===== src/fcfg_pkg.sv =====
// Package: constants and types of the flash configuration register block
package fcfg_pkg;
   // ---------------------------------------------------------------
   // Command opcodes
   // ---------------------------------------------------------------
   localparam logic [7:0] CMD_WR_ENABLE = 8'h06;
   localparam logic [7:0] CMD_RD_NV = 8'hb5;
   localparam logic [7:0] CMD_WR_NV = 8'hb1;
   localparam logic [7:0] CMD_RD_VCR = 8'h85;
   localparam logic [7:0] CMD_WR_VCR = 8'h81;
   localparam logic [7:0] CMD_FAST_RD = 8'h0b;
   // ---------------------------------------------------------------
   // Nonvolatile configuration fields
   // ---------------------------------------------------------------
   localparam int NV_DUMMY_LSB = 12;
   localparam int NV_XIP_LSB = 9;
   localparam int NV_DRIVE_LSB = 6;
   localparam int NV_HOLD_BIT = 4;
   localparam int NV_QUAD_BIT = 3;
   localparam int NV_DUAL_BIT = 2;
   localparam logic [15:0] NV_RESET = 16'hffff;
   localparam logic [15:0] NV_FIXED_ONES = 16'h0003;
   // ---------------------------------------------------------------
   // Volatile configuration fields
   // ---------------------------------------------------------------
   localparam int VCR_DUMMY_LSB = 4;
   localparam int VCR_XIP_BIT = 3;
   localparam int VCR_WRAP_LSB = 0;
   localparam logic [7:0] VCR_RESET = 8'hfb;
   localparam logic [7:0] VCR_FIXED_ZERO = 8'h04;
   // ---------------------------------------------------------------
   // Field codes
   // ---------------------------------------------------------------
   localparam logic [3:0] DUMMY_AUTO_LO = 4'h0;
   localparam logic [3:0] DUMMY_AUTO_HI = 4'hf;
   localparam logic [3:0] DUMMY_DEFAULT = 4'h8;
   localparam logic [2:0] XIP_OFF = 3'h7;
   localparam logic [1:0] WRAP_16 = 2'h0;
   localparam logic [1:0] WRAP_32 = 2'h1;
   localparam logic [1:0] WRAP_64 = 2'h2;
   localparam logic [1:0] WRAP_CONT = 2'h3;
   // ---------------------------------------------------------------
   // Types
   // ---------------------------------------------------------------
   typedef enum logic [1:0] {PROTO_EXT, PROTO_DUAL, PROTO_QUAD} fcfg_proto_e;
   typedef enum logic [2:0] {
      ST_IDLE, ST_CMD, ST_ADDR, ST_DUMMY, ST_IN, ST_OUT, ST_IGNORE
   } fcfg_state_e;
   typedef struct packed {
      logic [3:0] dummy;
      logic [2:0] xip_mode;
      logic [2:0] drive;
      logic hold_en;
      fcfg_proto_e proto;
      logic xip_dis;
      logic [1:0] wrap;
   } fcfg_cfg_s;
   typedef struct packed {
      logic cs_n;
      logic sclk;
      logic dq0;
      logic dq3;
   } fcfg_pins_s;
   localparam fcfg_cfg_s CFG_RESET = '{
      dummy: 4'hf, xip_mode: 3'h7, drive: 3'h7, hold_en: 1'b1,
      proto: PROTO_EXT, xip_dis: 1'b1, wrap: 2'h3};
endpackage : fcfg_pkg


===== src/fcfg_sync.sv =====
// Two-stage synchroniser for pin inputs
`timescale 1ns/1ns
`default_nettype none
module fcfg_sync #(
   parameter int W = 1,
   parameter logic [W-1:0] INIT = '0
) (
   input wire logic clk_sys,
   input wire logic rst_n,
   input wire logic ce,
   input wire logic [W-1:0] d,
   output logic [W-1:0] q
);
   logic [W-1:0] meta;
   // First stage feeds only the second stage
   always_ff @(posedge clk_sys or negedge rst_n) begin
      if (!rst_n) begin
         meta <= INIT;
         q <= INIT;
      end else if (ce) begin
         meta <= d;
         q <= meta;
      end
   end
endmodule : fcfg_sync
`default_nettype wire


===== src/fcfg_top.sv =====
// Configuration register pair of a serial NOR flash behind its serial pins
`timescale 1ns/1ns
`default_nettype none
// Operation
// - Read command returns 16-bit nonvolatile register; write command updates it.
// - At power-on and each reset, nonvolatile contents load the internal configuration.
// - Read command returns 8-bit volatile register; write command updates it.
// - Completed volatile read or write copies the volatile register into configuration.
// - Nonvolatile bits 15:12 give dummy cycles; 0000 and 1111 mean default.
// - Volatile bits 7:4 give dummy cycles; 0000 and 1111 mean default.
// - Nonvolatile bits 11:9 pick the XIP mode after power-on; 111 disables.
// - Nonvolatile bits 8:6 hold the output drive strength code.
// - Nonvolatile bit 4 enables hold/reset use of data line three.
// - Nonvolatile bit 3 low enables quad command input.
// - Nonvolatile bit 2 low enables dual command input.
// - Both bits 2 and 3 low selects quad; quad beats dual.
// - Volatile bit 3 low enables XIP, high disables; default high.
// - Volatile bits 1:0 select 16, 32 or 64-byte aligned read wrap.
// - Volatile wrap code 11 reads continuously through the array.
// - Wrapped reads climb to the block end, then restart at its start.
module fcfg_top (
   input wire logic clk_sys,
   input wire logic rstn,
   input wire logic ce,
   input wire fcfg_pkg::fcfg_pins_s pins,
   input wire logic [7:0] arr_data,
   output logic dq1_out,
   output logic dq1_oe,
   output logic [23:0] arr_addr,
   output logic arr_rd,
   output fcfg_pkg::fcfg_cfg_s cfg,
   output logic [3:0] dummy_cycles
);
   // ---------------------------------------------------------------
   // Reset release and pin capture
   // ---------------------------------------------------------------
   logic rst_q1;
   logic rst_n_s;
   fcfg_pkg::fcfg_pins_s pin_s;
   logic sclk_d;
   logic cs_n_d;
   logic dq3_d;

   // Reset arrives asynchronously, releases on the clock
   always_ff @(posedge clk_sys or negedge rstn) begin
      if (!rstn) begin
         rst_q1 <= 1'b0;
         rst_n_s <= 1'b0;
      end else begin
         rst_q1 <= 1'b1;
         rst_n_s <= rst_q1;
      end
   end

   fcfg_sync #(.W(4), .INIT(4'h9)) u_sync (
      .clk_sys(clk_sys),
      .rst_n(rst_n_s),
      .ce(ce),
      .d(pins),
      .q(pin_s)
   );

   // Delayed copies for edge finding
   always_ff @(posedge clk_sys or negedge rst_n_s) begin
      if (!rst_n_s) begin
         sclk_d <= 1'b0;
         cs_n_d <= 1'b1;
         dq3_d <= 1'b1;
      end else if (ce) begin
         sclk_d <= pin_s.sclk;
         cs_n_d <= pin_s.cs_n;
         dq3_d <= pin_s.dq3;
      end
   end

   // ---------------------------------------------------------------
   // Frame events
   // ---------------------------------------------------------------
   logic cs_low;
   logic cs_fall;
   logic cs_end;
   logic hold;
   logic link_rst;
   logic step_r;
   logic step_f;

   // Data line three is hold inside a frame, reset outside it
   assign cs_low = ~pin_s.cs_n;
   assign cs_fall = cs_low & cs_n_d;
   assign cs_end = pin_s.cs_n & ~cs_n_d;
   assign hold = cfg.hold_en & ~pin_s.dq3 & cs_low;
   assign link_rst = cfg.hold_en & ~pin_s.dq3 & dq3_d & ~cs_low;
   assign step_r = pin_s.sclk & ~sclk_d & cs_low & ~hold;
   assign step_f = ~pin_s.sclk & sclk_d & cs_low & ~hold;

   // ---------------------------------------------------------------
   // Command engine
   // ---------------------------------------------------------------
   fcfg_pkg::fcfg_state_e st;
   fcfg_pkg::fcfg_state_e next_st;
   logic [4:0] cnt;
   logic [7:0] sh_in;
   logic [7:0] in_byte;
   logic [7:0] cmd;
   logic [7:0] src_cmd;
   logic [23:0] addr;
   logic [23:0] next_addr;
   logic [15:0] wr_buf;
   logic [1:0] byte_cnt;
   logic [3:0] dummy_n;
   logic dummy_last;
   logic byte_done;

   assign in_byte = {sh_in[6:0], pin_s.dq0};
   assign byte_done = step_r & (cnt == 5'h07);
   assign dummy_last = step_r & (st == fcfg_pkg::ST_DUMMY)
      & (cnt == {1'b0, dummy_n - 4'h1});
   assign src_cmd = (st == fcfg_pkg::ST_CMD) ? in_byte : cmd;

   // Dummy code zero behaves as the default code
   always_comb begin
      if (cfg.dummy == fcfg_pkg::DUMMY_AUTO_LO || cfg.dummy == fcfg_pkg::DUMMY_AUTO_HI) begin
         dummy_n = fcfg_pkg::DUMMY_DEFAULT;
      end else begin
         dummy_n = cfg.dummy;
      end
   end

   // Phase after the opcode byte
   always_comb begin
      case (in_byte)
         fcfg_pkg::CMD_RD_NV: next_st = fcfg_pkg::ST_OUT;
         fcfg_pkg::CMD_RD_VCR: next_st = fcfg_pkg::ST_OUT;
         fcfg_pkg::CMD_WR_NV: next_st = fcfg_pkg::ST_IN;
         fcfg_pkg::CMD_WR_VCR: next_st = fcfg_pkg::ST_IN;
         fcfg_pkg::CMD_FAST_RD: next_st = fcfg_pkg::ST_ADDR;
         default: next_st = fcfg_pkg::ST_IGNORE;
      endcase
   end

   // Phase sequencing, one step per rising link clock
   always_ff @(posedge clk_sys or negedge rst_n_s) begin
      if (!rst_n_s) begin
         st <= fcfg_pkg::ST_IDLE;
         cnt <= 5'h00;
      end else if (ce) begin
         if (cs_fall) begin
            st <= fcfg_pkg::ST_CMD;
            cnt <= 5'h00;
         end else if (!cs_low) begin
            st <= fcfg_pkg::ST_IDLE;
         end else if (step_r) begin
            case (st)
               fcfg_pkg::ST_CMD: begin
                  cnt <= (cnt == 5'h07) ? 5'h00 : cnt + 5'h01;
                  if (cnt == 5'h07) begin
                     st <= next_st;
                  end
               end
               fcfg_pkg::ST_ADDR: begin
                  cnt <= (cnt == 5'h17) ? 5'h00 : cnt + 5'h01;
                  if (cnt == 5'h17) begin
                     st <= fcfg_pkg::ST_DUMMY;
                  end
               end
               fcfg_pkg::ST_DUMMY: begin
                  cnt <= dummy_last ? 5'h00 : cnt + 5'h01;
                  if (dummy_last) begin
                     st <= fcfg_pkg::ST_OUT;
                  end
               end
               fcfg_pkg::ST_IN, fcfg_pkg::ST_OUT: begin
                  cnt <= (cnt == 5'h07) ? 5'h00 : cnt + 5'h01;
               end
               default: begin
               end
            endcase
         end
      end
   end

   fcfg_wrap u_wrap (
      .cur(addr),
      .mode(cfg.wrap),
      .next(next_addr)
   );

   // Shift-in, opcode, address pointer and write data
   always_ff @(posedge clk_sys or negedge rst_n_s) begin
      if (!rst_n_s) begin
         sh_in <= 8'h00;
         cmd <= 8'h00;
         addr <= 24'h00_0000;
         wr_buf <= 16'h0000;
         byte_cnt <= 2'h0;
      end else if (ce) begin
         if (cs_fall) begin
            byte_cnt <= 2'h0;
         end
         if (step_r) begin
            sh_in <= in_byte;
         end
         if (byte_done && st == fcfg_pkg::ST_CMD) begin
            cmd <= in_byte;
         end
         if (step_r && st == fcfg_pkg::ST_ADDR) begin
            addr <= {addr[22:0], pin_s.dq0};
         end
         // Pointer always names the next byte to fetch
         if (dummy_last || (byte_done && st == fcfg_pkg::ST_OUT
               && cmd == fcfg_pkg::CMD_FAST_RD)) begin
            addr <= next_addr;
         end
         // First byte lands low, bytes after the third are dropped
         if (byte_done && st == fcfg_pkg::ST_IN && byte_cnt != 2'h3) begin
            wr_buf <= {in_byte, wr_buf[15:8]};
            byte_cnt <= byte_cnt + 2'h1;
         end
      end
   end

   assign arr_addr = addr;
   assign arr_rd = ce & (dummy_last | (byte_done & st == fcfg_pkg::ST_OUT
      & cmd == fcfg_pkg::CMD_FAST_RD));

   // ---------------------------------------------------------------
   // Read data path
   // ---------------------------------------------------------------
   logic [15:0] nonvolatile_config;
   logic [7:0] volatile_config;
   logic [7:0] out_sh;
   logic out_sel;
   logic [7:0] load_val;
   logic load;

   assign load = (byte_done && (st == fcfg_pkg::ST_CMD || st == fcfg_pkg::ST_OUT))
      || dummy_last;

   // Nonvolatile read alternates low then high byte
   always_comb begin
      case (src_cmd)
         fcfg_pkg::CMD_RD_NV: load_val = out_sel ? nonvolatile_config[15:8] : nonvolatile_config[7:0];
         fcfg_pkg::CMD_RD_VCR: load_val = volatile_config;
         default: load_val = arr_data;
      endcase
   end

   // Load on rising edge, shift out on falling edge
   always_ff @(posedge clk_sys or negedge rst_n_s) begin
      if (!rst_n_s) begin
         out_sh <= 8'h00;
         out_sel <= 1'b0;
         dq1_out <= 1'b0;
         dq1_oe <= 1'b0;
      end else if (ce) begin
         dq1_oe <= cs_low & (st == fcfg_pkg::ST_OUT);
         if (cs_fall) begin
            out_sel <= 1'b0;
         end else if (load && src_cmd == fcfg_pkg::CMD_RD_NV) begin
            out_sel <= ~out_sel;
         end
         if (load) begin
            out_sh <= load_val;
         end else if (step_f && st == fcfg_pkg::ST_OUT) begin
            dq1_out <= out_sh[7];
            out_sh <= {out_sh[6:0], 1'b0};
         end
      end
   end

   // ---------------------------------------------------------------
   // Registers and internal configuration
   // ---------------------------------------------------------------
   logic wel;
   logic wren_done;
   logic nv_commit;
   logic vcr_commit;
   logic vcr_read_done;
   logic [7:0] vcr_new;

   // Download of the nonvolatile image
   function automatic fcfg_pkg::fcfg_cfg_s cfg_from_nv(input logic [15:0] nv);
      fcfg_pkg::fcfg_cfg_s c;
      c.dummy = nv[fcfg_pkg::NV_DUMMY_LSB +: 4];
      c.xip_mode = nv[fcfg_pkg::NV_XIP_LSB +: 3];
      c.drive = nv[fcfg_pkg::NV_DRIVE_LSB +: 3];
      c.hold_en = nv[fcfg_pkg::NV_HOLD_BIT];
      if (!nv[fcfg_pkg::NV_QUAD_BIT]) begin
         c.proto = fcfg_pkg::PROTO_QUAD;
      end else if (!nv[fcfg_pkg::NV_DUAL_BIT]) begin
         c.proto = fcfg_pkg::PROTO_DUAL;
      end else begin
         c.proto = fcfg_pkg::PROTO_EXT;
      end
      c.xip_dis = (nv[fcfg_pkg::NV_XIP_LSB +: 3] == fcfg_pkg::XIP_OFF);
      c.wrap = fcfg_pkg::WRAP_CONT;
      return c;
   endfunction : cfg_from_nv

   // Volatile image overlays only its own fields
   function automatic fcfg_pkg::fcfg_cfg_s cfg_from_vcr(
      input fcfg_pkg::fcfg_cfg_s base, input logic [7:0] v);
      fcfg_pkg::fcfg_cfg_s c;
      c = base;
      c.dummy = v[fcfg_pkg::VCR_DUMMY_LSB +: 4];
      c.xip_dis = v[fcfg_pkg::VCR_XIP_BIT];
      c.wrap = v[fcfg_pkg::VCR_WRAP_LSB +: 2];
      return c;
   endfunction : cfg_from_vcr

   // Volatile reload follows the nonvolatile image
   function automatic logic [7:0] vcr_from_nv(input logic [15:0] nv);
      return {nv[fcfg_pkg::NV_DUMMY_LSB +: 4],
         nv[fcfg_pkg::NV_XIP_LSB +: 3] == fcfg_pkg::XIP_OFF, 1'b0,
         fcfg_pkg::WRAP_CONT};
   endfunction : vcr_from_nv

   // Writes count only as whole bytes of the right number
   assign wren_done = cs_end & (cmd == fcfg_pkg::CMD_WR_ENABLE)
      & (st == fcfg_pkg::ST_IGNORE);
   assign nv_commit = cs_end & wel & (cmd == fcfg_pkg::CMD_WR_NV)
      & (st == fcfg_pkg::ST_IN) & (cnt == 5'h00) & (byte_cnt == 2'h2);
   assign vcr_commit = cs_end & wel & (cmd == fcfg_pkg::CMD_WR_VCR)
      & (st == fcfg_pkg::ST_IN) & (cnt == 5'h00) & (byte_cnt == 2'h1);
   assign vcr_read_done = cs_end & (cmd == fcfg_pkg::CMD_RD_VCR)
      & (st == fcfg_pkg::ST_OUT);
   assign vcr_new = wr_buf[15:8] & ~fcfg_pkg::VCR_FIXED_ZERO;

   // Write enable latch, cleared by a taken write
   always_ff @(posedge clk_sys or negedge rst_n_s) begin
      if (!rst_n_s) begin
         wel <= 1'b0;
      end else if (ce) begin
         if (link_rst) begin
            wel <= 1'b0;
         end else if (wren_done) begin
            wel <= 1'b1;
         end else if (nv_commit || vcr_commit) begin
            wel <= 1'b0;
         end
      end
   end

   // Nonvolatile image: untouched by the pin reset
   always_ff @(posedge clk_sys or negedge rst_n_s) begin
      if (!rst_n_s) begin
         nonvolatile_config <= fcfg_pkg::NV_RESET;
      end else if (ce && nv_commit) begin
         nonvolatile_config <= wr_buf | fcfg_pkg::NV_FIXED_ONES;
      end
   end

   // Volatile image
   always_ff @(posedge clk_sys or negedge rst_n_s) begin
      if (!rst_n_s) begin
         volatile_config <= fcfg_pkg::VCR_RESET;
      end else if (ce) begin
         if (link_rst) begin
            volatile_config <= vcr_from_nv(nonvolatile_config);
         end else if (vcr_commit) begin
            volatile_config <= vcr_new;
         end
      end
   end

   // Internal configuration steering the device
   always_ff @(posedge clk_sys or negedge rst_n_s) begin
      if (!rst_n_s) begin
         cfg <= fcfg_pkg::CFG_RESET;
         dummy_cycles <= fcfg_pkg::DUMMY_DEFAULT;
      end else if (ce) begin
         dummy_cycles <= dummy_n;
         if (link_rst) begin
            cfg <= cfg_from_nv(nonvolatile_config);
         end else if (vcr_commit) begin
            cfg <= cfg_from_vcr(cfg, vcr_new);
         end else if (vcr_read_done) begin
            cfg <= cfg_from_vcr(cfg, volatile_config);
         end
      end
   end
endmodule : fcfg_top
`default_nettype wire


===== src/fcfg_wrap.sv =====
// Next read address with optional aligned wrap
`timescale 1ns/1ns
`default_nettype none
module fcfg_wrap (
   input wire logic [23:0] cur,
   input wire logic [1:0] mode,
   output logic [23:0] next
);
   logic [23:0] mask;
   logic [23:0] inc;
   // Low bits inside the wrap block
   always_comb begin
      case (mode)
         fcfg_pkg::WRAP_16: mask = 24'h00_000f;
         fcfg_pkg::WRAP_32: mask = 24'h00_001f;
         fcfg_pkg::WRAP_64: mask = 24'h00_003f;
         default: mask = 24'hff_ffff;
      endcase
   end
   // Upper bits held so the block start is revisited
   assign inc = cur + 24'h00_0001;
   assign next = (cur & ~mask) | (inc & mask);
endmodule : fcfg_wrap
`default_nettype wire

===== config.mk =====
export PLATFORM = sky130hd
export DESIGN_NAME = fcfg_top
export DESIGN_NICKNAME = d
export VERILOG_FILES = /design/src/fcfg_pkg.sv /design/src/fcfg_sync.sv /design/src/fcfg_top.sv /design/src/fcfg_wrap.sv
export SDC_FILE = /design/constraint.sdc
export NUM_CORES = 1
export LEC_CHECK = 0
export BUFFER_PORTS_ARGS = -buffer_cell sky130_fd_sc_hd__buf_4
export CAP_MARGIN = 25
export CELL_PAD_IN_SITES_DETAIL_PLACEMENT = 0
export CELL_PAD_IN_SITES_GLOBAL_PLACEMENT = 1
export CORE_ASPECT_RATIO = 0.9
export CORE_MARGIN = 8
export CORE_UTILIZATION = 48
export DETAILED_ROUTE_END_ITERATION = 16
export PLACE_DENSITY_LB_ADDON = 0.3
export REMOVE_ABC_BUFFERS = 1
export SLEW_MARGIN = 25
export SYNTH_ARGS = -nofsm -noshare
export SYNTH_HDL_FRONTEND = slang
export SYNTH_HIERARCHICAL = 1
export SYNTH_SLANG_ARGS = --single-unit

===== constraint.sdc =====
create_clock -name clk_sys -period 4.4 [get_ports clk_sys]
set_clock_uncertainty 0.2 [all_clocks]
set_input_delay 0.66 -clock clk_sys [delete_from_list [all_inputs] [get_ports clk_sys]]
set_output_delay 0.66 -clock clk_sys [all_outputs]
set_load 0.05 [all_outputs]

---- Yosys cells after proc, flatten, opt, wreduce, memory -nomap -nowiden ----
Cells that the tools add are included.
storage, ports and cells
  register bits after elaboration ......... 132
  output and inout bits ................... 47
  word-level logic and storage cells ...... 194
  input bits .............................. 15
cells by class
  bitwise gates (word level) .............. 45
  muxes and demuxes ....................... 38
  eq/ne operators ......................... 32
  reductions and logical operators ........ 46
  add/sub/neg operators ................... 4
operators by type and width
  cell                                                   count
  equality test 8 bit, second input constant             9
  one-hot mux 24 bit (3 select lines)                    1
  AND 24 bit                                             2
  two-way mux 16 bit                                     3
  two-way mux 24 bit                                     2
  two-way mux 8 bit                                      6
  AND 1 bit                                              32
  two-way mux 5 bit                                      6
  adder 24 x 1 -> 24 bit, second input constant          1
  inverter 24 bit                                        1
  OR 24 bit                                              1
  AND reduction 2 bit                                    11
  two-way mux 3 bit                                      6
  one-hot mux 3 bit (3 select lines)                     2
  equality test 8 x 4 -> 1 bit, second input constant    2
  one-hot mux 8 bit (2 select lines)                     1
  one-hot mux 5 bit (3 select lines)                     1
  equality test 3 bit, second input constant             4
  inequality test 4 x 3 -> 1 bit, second input constant  3
  nonzero test 2 bit                                     6
  logical AND 1 bit                                      10
  nonzero test 3 bit                                     3
  equality test 8 x 3 -> 1 bit, second input constant    1
  inverter 1 bit                                         8
  other kinds (27)                                       43

---- Longest topological paths before layout ----
  word-level depth ........................ 12
  gate-level depth with buffers ........... 10
  depth with buffers taken out ............ 9

---- By module ----
Netlist, hierarchy kept.
by module, submodules not included
  module     seq. area each (µm²)  cells each  times used  area each (µm²)
  fcfg_top   3075.4                541         1           6318.6
  fcfg_wrap  0.0                   67          1           483.0
  fcfg_sync  205.2                 17          1           336.6

---- Worst setup path after synthesis ----
No wires, ideal clock.
  path type ............................... flip-flop to output port
  start ................................... register cfg[14] in the netlist's numbering
  end ..................................... output port arr_rd
  data arrival time ....................... 2.525 ns
  cell stages (with the launch flop) ...... 9
  data required time ...................... 3.540 ns
  slack ................................... 1.015 ns
  path buffers ............................ 0
  cells stage by stage .................... dfstp_2 nand3_1 nand2_1 ha_1 xnor2_1 a21oi_1 nor4_2 a31oi_1 nor2_1
on the way
  cells in the longest elaborated chain, start to end .. 8
  elaborated cells between the ends (all ways) .. 9
  classes of those cells .................. add/sub: 1; eq/ne: 2; mux: 1; bitwise: 3; reduce/logical: 2
ends and longest elaborated chain
  element                                                 line             RTL
  start: declaration                                      fcfg_top.sv:31   output fcfg_pkg::fcfg_cfg_s cfg,
  start signal: assignment                                fcfg_top.sv:369  cfg <= fcfg_pkg::CFG_RESET;
  start signal: assignment                                fcfg_top.sv:374  cfg <= cfg_from_nv(nonvolatile_config);
  start signal: assignment                                fcfg_top.sv:376  cfg <= cfg_from_vcr(cfg, vcr_new);
  equality test 4 bit or zero test 4 bit (tied branches)  fcfg_top.sv:122  if (cfg.dummy == fcfg_pkg::DUMMY_AUTO_LO || cfg.dummy == fcfg_pkg::DUMMY_AUTO_HI) begin
  logical OR 1 bit                                        fcfg_top.sv:122
  two-way mux 4 bit *                                     fcfg_top.sv:122
  subtractor 4 x 1 -> 4 bit *                             fcfg_top.sv:117  & (cnt == {1'b0, dummy_n - 4'h1});
  equality test 5 x 4 -> 1 bit *                          fcfg_top.sv:117
  AND 1 bit *                                             fcfg_top.sv:117
  OR 1 bit *                                              fcfg_top.sv:223  assign arr_rd = ce & (dummy_last | (byte_done & st == fcfg_pkg::ST_OUT
  AND 1 bit *                                             fcfg_top.sv:223
  end: declaration                                        fcfg_top.sv:30   output logic arr_rd,
Every way passes the cells marked *; elsewhere a longest branch is shown, timed or not.

---- Worst setup path in the final report ----
Same ends and word-level chain as after synthesis.

==> flow_summary.toml <==
[worst_setup_path]
endpoint_kind = "output port"
worst_setup_path_start_kind = "flop"
startpoint = "cfg[14]"
r2r_start = "cfg[14]"
r2r_slack_ps = 980
r2r_end = "arr_addr[19]"
critical_path_class = "flop to output port"
reg2reg_depth = 11
cp_max_fo = 9
cp.required_ps = 3540
worstPathArrival_ps = 2740

[detailed_routing]
via_per_inst = 5.73
wl_per_cell_um = 19.1
vias = 5153
drtPass1Iterations = 5
ant_nets = 0
drt-initial-drc-count = 292
met3_length_um = 819
routed_wl_um = 17200
drc = 0
wl_met1_um = 8120
routed.top_layer = "met4"
dr_wl_met2_um = 8010

[logic_synthesis]
async_flop_share_pct = 100
syn_inst = 625
synth_edf_count = 0
synth_area_leaders = "dfrtp_1 30%, mux2_2 20%, dfstp_2 15%"
synthFlopType = "dfrtp_1"
synth_cell_types = 73
synth-seq-cells = 129
synth.avg_cell_area_um2 = 11.4
synth_top_area_share_pct = 30.5
synth_warnings = 6
ys_seq_area_share_pct = 46.0
synth_area_um2 = 7140
synth_area_leader_cell = "dfrtp_1"

[die]
start_util_pct = 48.9
io_pins = 62
die-area_um2 = 19000
core_um2 = 14600
rows = 42
die_w_um = 145
die_h_um = 132

[clock_tree]
cts_tree = "yes"
cts_buffers = 17
clock_path_buffers = 2
cts-root-buf = "clkbuf_16"
clkLatencyLatePin_ps = 420
ctsHtreeMaxLevel = 4
clk_pin_slew_ps = 60
clock_sinks = 129

[sta]
fmax_mhz = 278
hold_viol = 0
worstMarginPinSlew_ps = 877
tns_ps = 0
grt_setup_unrepaired = "no"
period_share_pct = 81.9
slew_violations = 0
relSlewSlack_pct = 41.5
final-setup-viol-count = 0
post-route-min-period_ps = 3600

[global_route]
antenna_found_initial = 0
grt_use_total_pct = 18.9
grt_max_degree = 65
grt_pass1_vias = 5221
grt_pass1_wl_um = 28100
gr-total-overflow = 0

[placed_design]
dpl_cell_area_um2 = 7780
gp_congestion = 0.833
io_buffers = 61
hpwl_um = 11800

[power]
p_per_area_nw_per_um2 = 377
seqPwrFrac_pct = 43.4
irDropWorstVdd_mv = 0.290
p_clk_share_pct = 48.4
p_int_mw = 2.42
combPwrFrac_pct = 8.3
p_leak_nw = 3.74
netSwitchingPower_mw = 0.761
swShare_pct = 23.9

[layout]
areaGrowthSynthToFinish_pct = 18.2
diodes = 0
drive_gt1_share_pct = 43.4
nNetsFinal = 710
final_cell_area_um2 = 8440

[min_path]
hold_depth = 0
min_to = "rst_n_s"
min_path_type = "flop to flop"
holdCritStartpoint = "rst_q1"

[job]
drv_cap = 0

[status]
status = "finished clean"
power by group through the flow:
| stage | registers [mW] | logic, mW | clock network (mW) |
|---|---|---|---|
| finish | 1.38 | 0.263 | 1.54 |
| global route | 1.40 | 0.290 | 1.62 |
| CTS | 1.38 | 0.264 | 1.57 |
| detailed placement | 1.40 | 0.261 | 0 |
| global placement | 1.40 | 0.254 | 0 |
| floorplan | 1.36 | 0.184 | 0 |
metal layers:
| metal | track usage [%] | vias up |
|---|---|---|
| li1 | - | 2422 |
| met3 | 4.27 | 23 |
| met4 | 6.70 | 0 |
| met2 | 28.7 | 127 |
| met5 | 0 | - |
| met1 | 25.8 | 2581 |
worst max-delay path by stage:
stage	endpoint	depth (start not counted)	slack, ps
finish	arr_rd	9	800
global route	arr_rd	9	640
CTS	arr_rd	9	790
detailed placement	arr_addr[13]	11	1050
global placement	out_sh[7]	9	1070
floorplan	arr_addr[0]	0	410
cell families after synthesis:
logic type	after synthesis	share of synthesized area [%]
mux	144	23.0
buf+inv	47	3.10
compound gates	84	7.98
xor+xnor	27	3.31
other cells	1	0.0525
fa+ha+maj	8	1.37
simple gates	185	15.2
flops	129	46.0
layout by cell type, fill, tap and decap left out, types with 3 or more instances in the layout:
master and count:
a21o_1 4, a21oi_1 8, a31oi_1 7, and3_1 5, buf_4 70, bufinv_16 5, clkbuf_1 3, clkbuf_16 17
clkinv_2 3, dfrtp_1 86, dfstp_2 42, ha_1 7, inv_1 20, mux2_1 3, mux2_2 125, mux2_4 8
mux2i_1 8, nand2_1 46, nand2b_1 7, nand3_1 25, nand3b_1 5, nand4_1 13, nor2_1 28, nor2b_1 4
nor3_1 9, nor3b_1 3, nor4_1 3, nor4_2 4, o21ai_0 30, o311ai_0 6, or2_2 4, or3_1 5
or3b_2 3, xnor2_1 19, xor2_1 8
per-stage QoR:
stage / hold WS (ps) / std cells / utilization, % / power [mW] / worst slack (ps)
final: 151 / 899 / 57.8 / 3.18 / 798
after global routing: 166 / 899 / 57.8 / 3.30 / 640
after CTS: 154 / 899 / 57.7 / 3.21 / 785
after detailed placement: 141 / 866 / 53.3 / 1.66 / 1050
after global placement: 140 / 866 / 53.2 / 1.65 / 1070
after floorplan: 131 / 598 / - / 1.55 / 413
repair_timing:
item	4_1_cts	5_1_grt
gates resized for setup	0	0
hold buffers	1	0
setup buffers	0	0
endpoints found under the hold margin	2	0
sequential cells by signal, indices dropped and copies added (netlist names), 3 cells and up:
name and count:
arr_addr 24, cfg 16, nonvolatile_config 14, wr_buf 14
cmd 8, out_sh 8, sh_in 7, volatile_config 7
cnt 5, dummy_cycles 4, u_sync/meta 4, u_sync/q 4
st 3
synth_stat cells, drive strengths merged (3+ instances only):
cell type,n
or3b,3
mux2,136
dfstp,42
xnor2,19
nor2,29
nand3,26
mux2i,8
a21oi,9
nor3,12
ha,7
nand2,46
a21o,4
and3,5
xor2,8
nand2b,7
nor3b,3
o31ai,3
a31oi,9
nor4,9
or2,4
dfrtp,87
o311ai,6
inv,20
nand4,15
buf,16
nor2b,4
nand3b,5
or3,5
o21ai,33
clkbuf,11
cell type report:
| class | count | area (um2) |
|---|---|---|
| clock buffers | 22 | 464 |
| flip-flops and latches | 129 | 3280 |
| well taps | 198 | 248 |
| inverters | 20 | 75.1 |
| fillers | 1251 | 6170 |
| clock inverters | 10 | 181 |
| repair buffers | 71 | 536 |
| multi-input cells | 449 | 3650 |
critical path: stages (launching register included):
cell and delay [ps]:
dfstp_2 610, nand3_1 160, nand2_1 120, ha_1 170, xnor2_1 80, and3_1 200, nor4_2 440, a31oi_1 200
nor2_1 130, buf_4 210
Power figures use the tool's default switching activity.
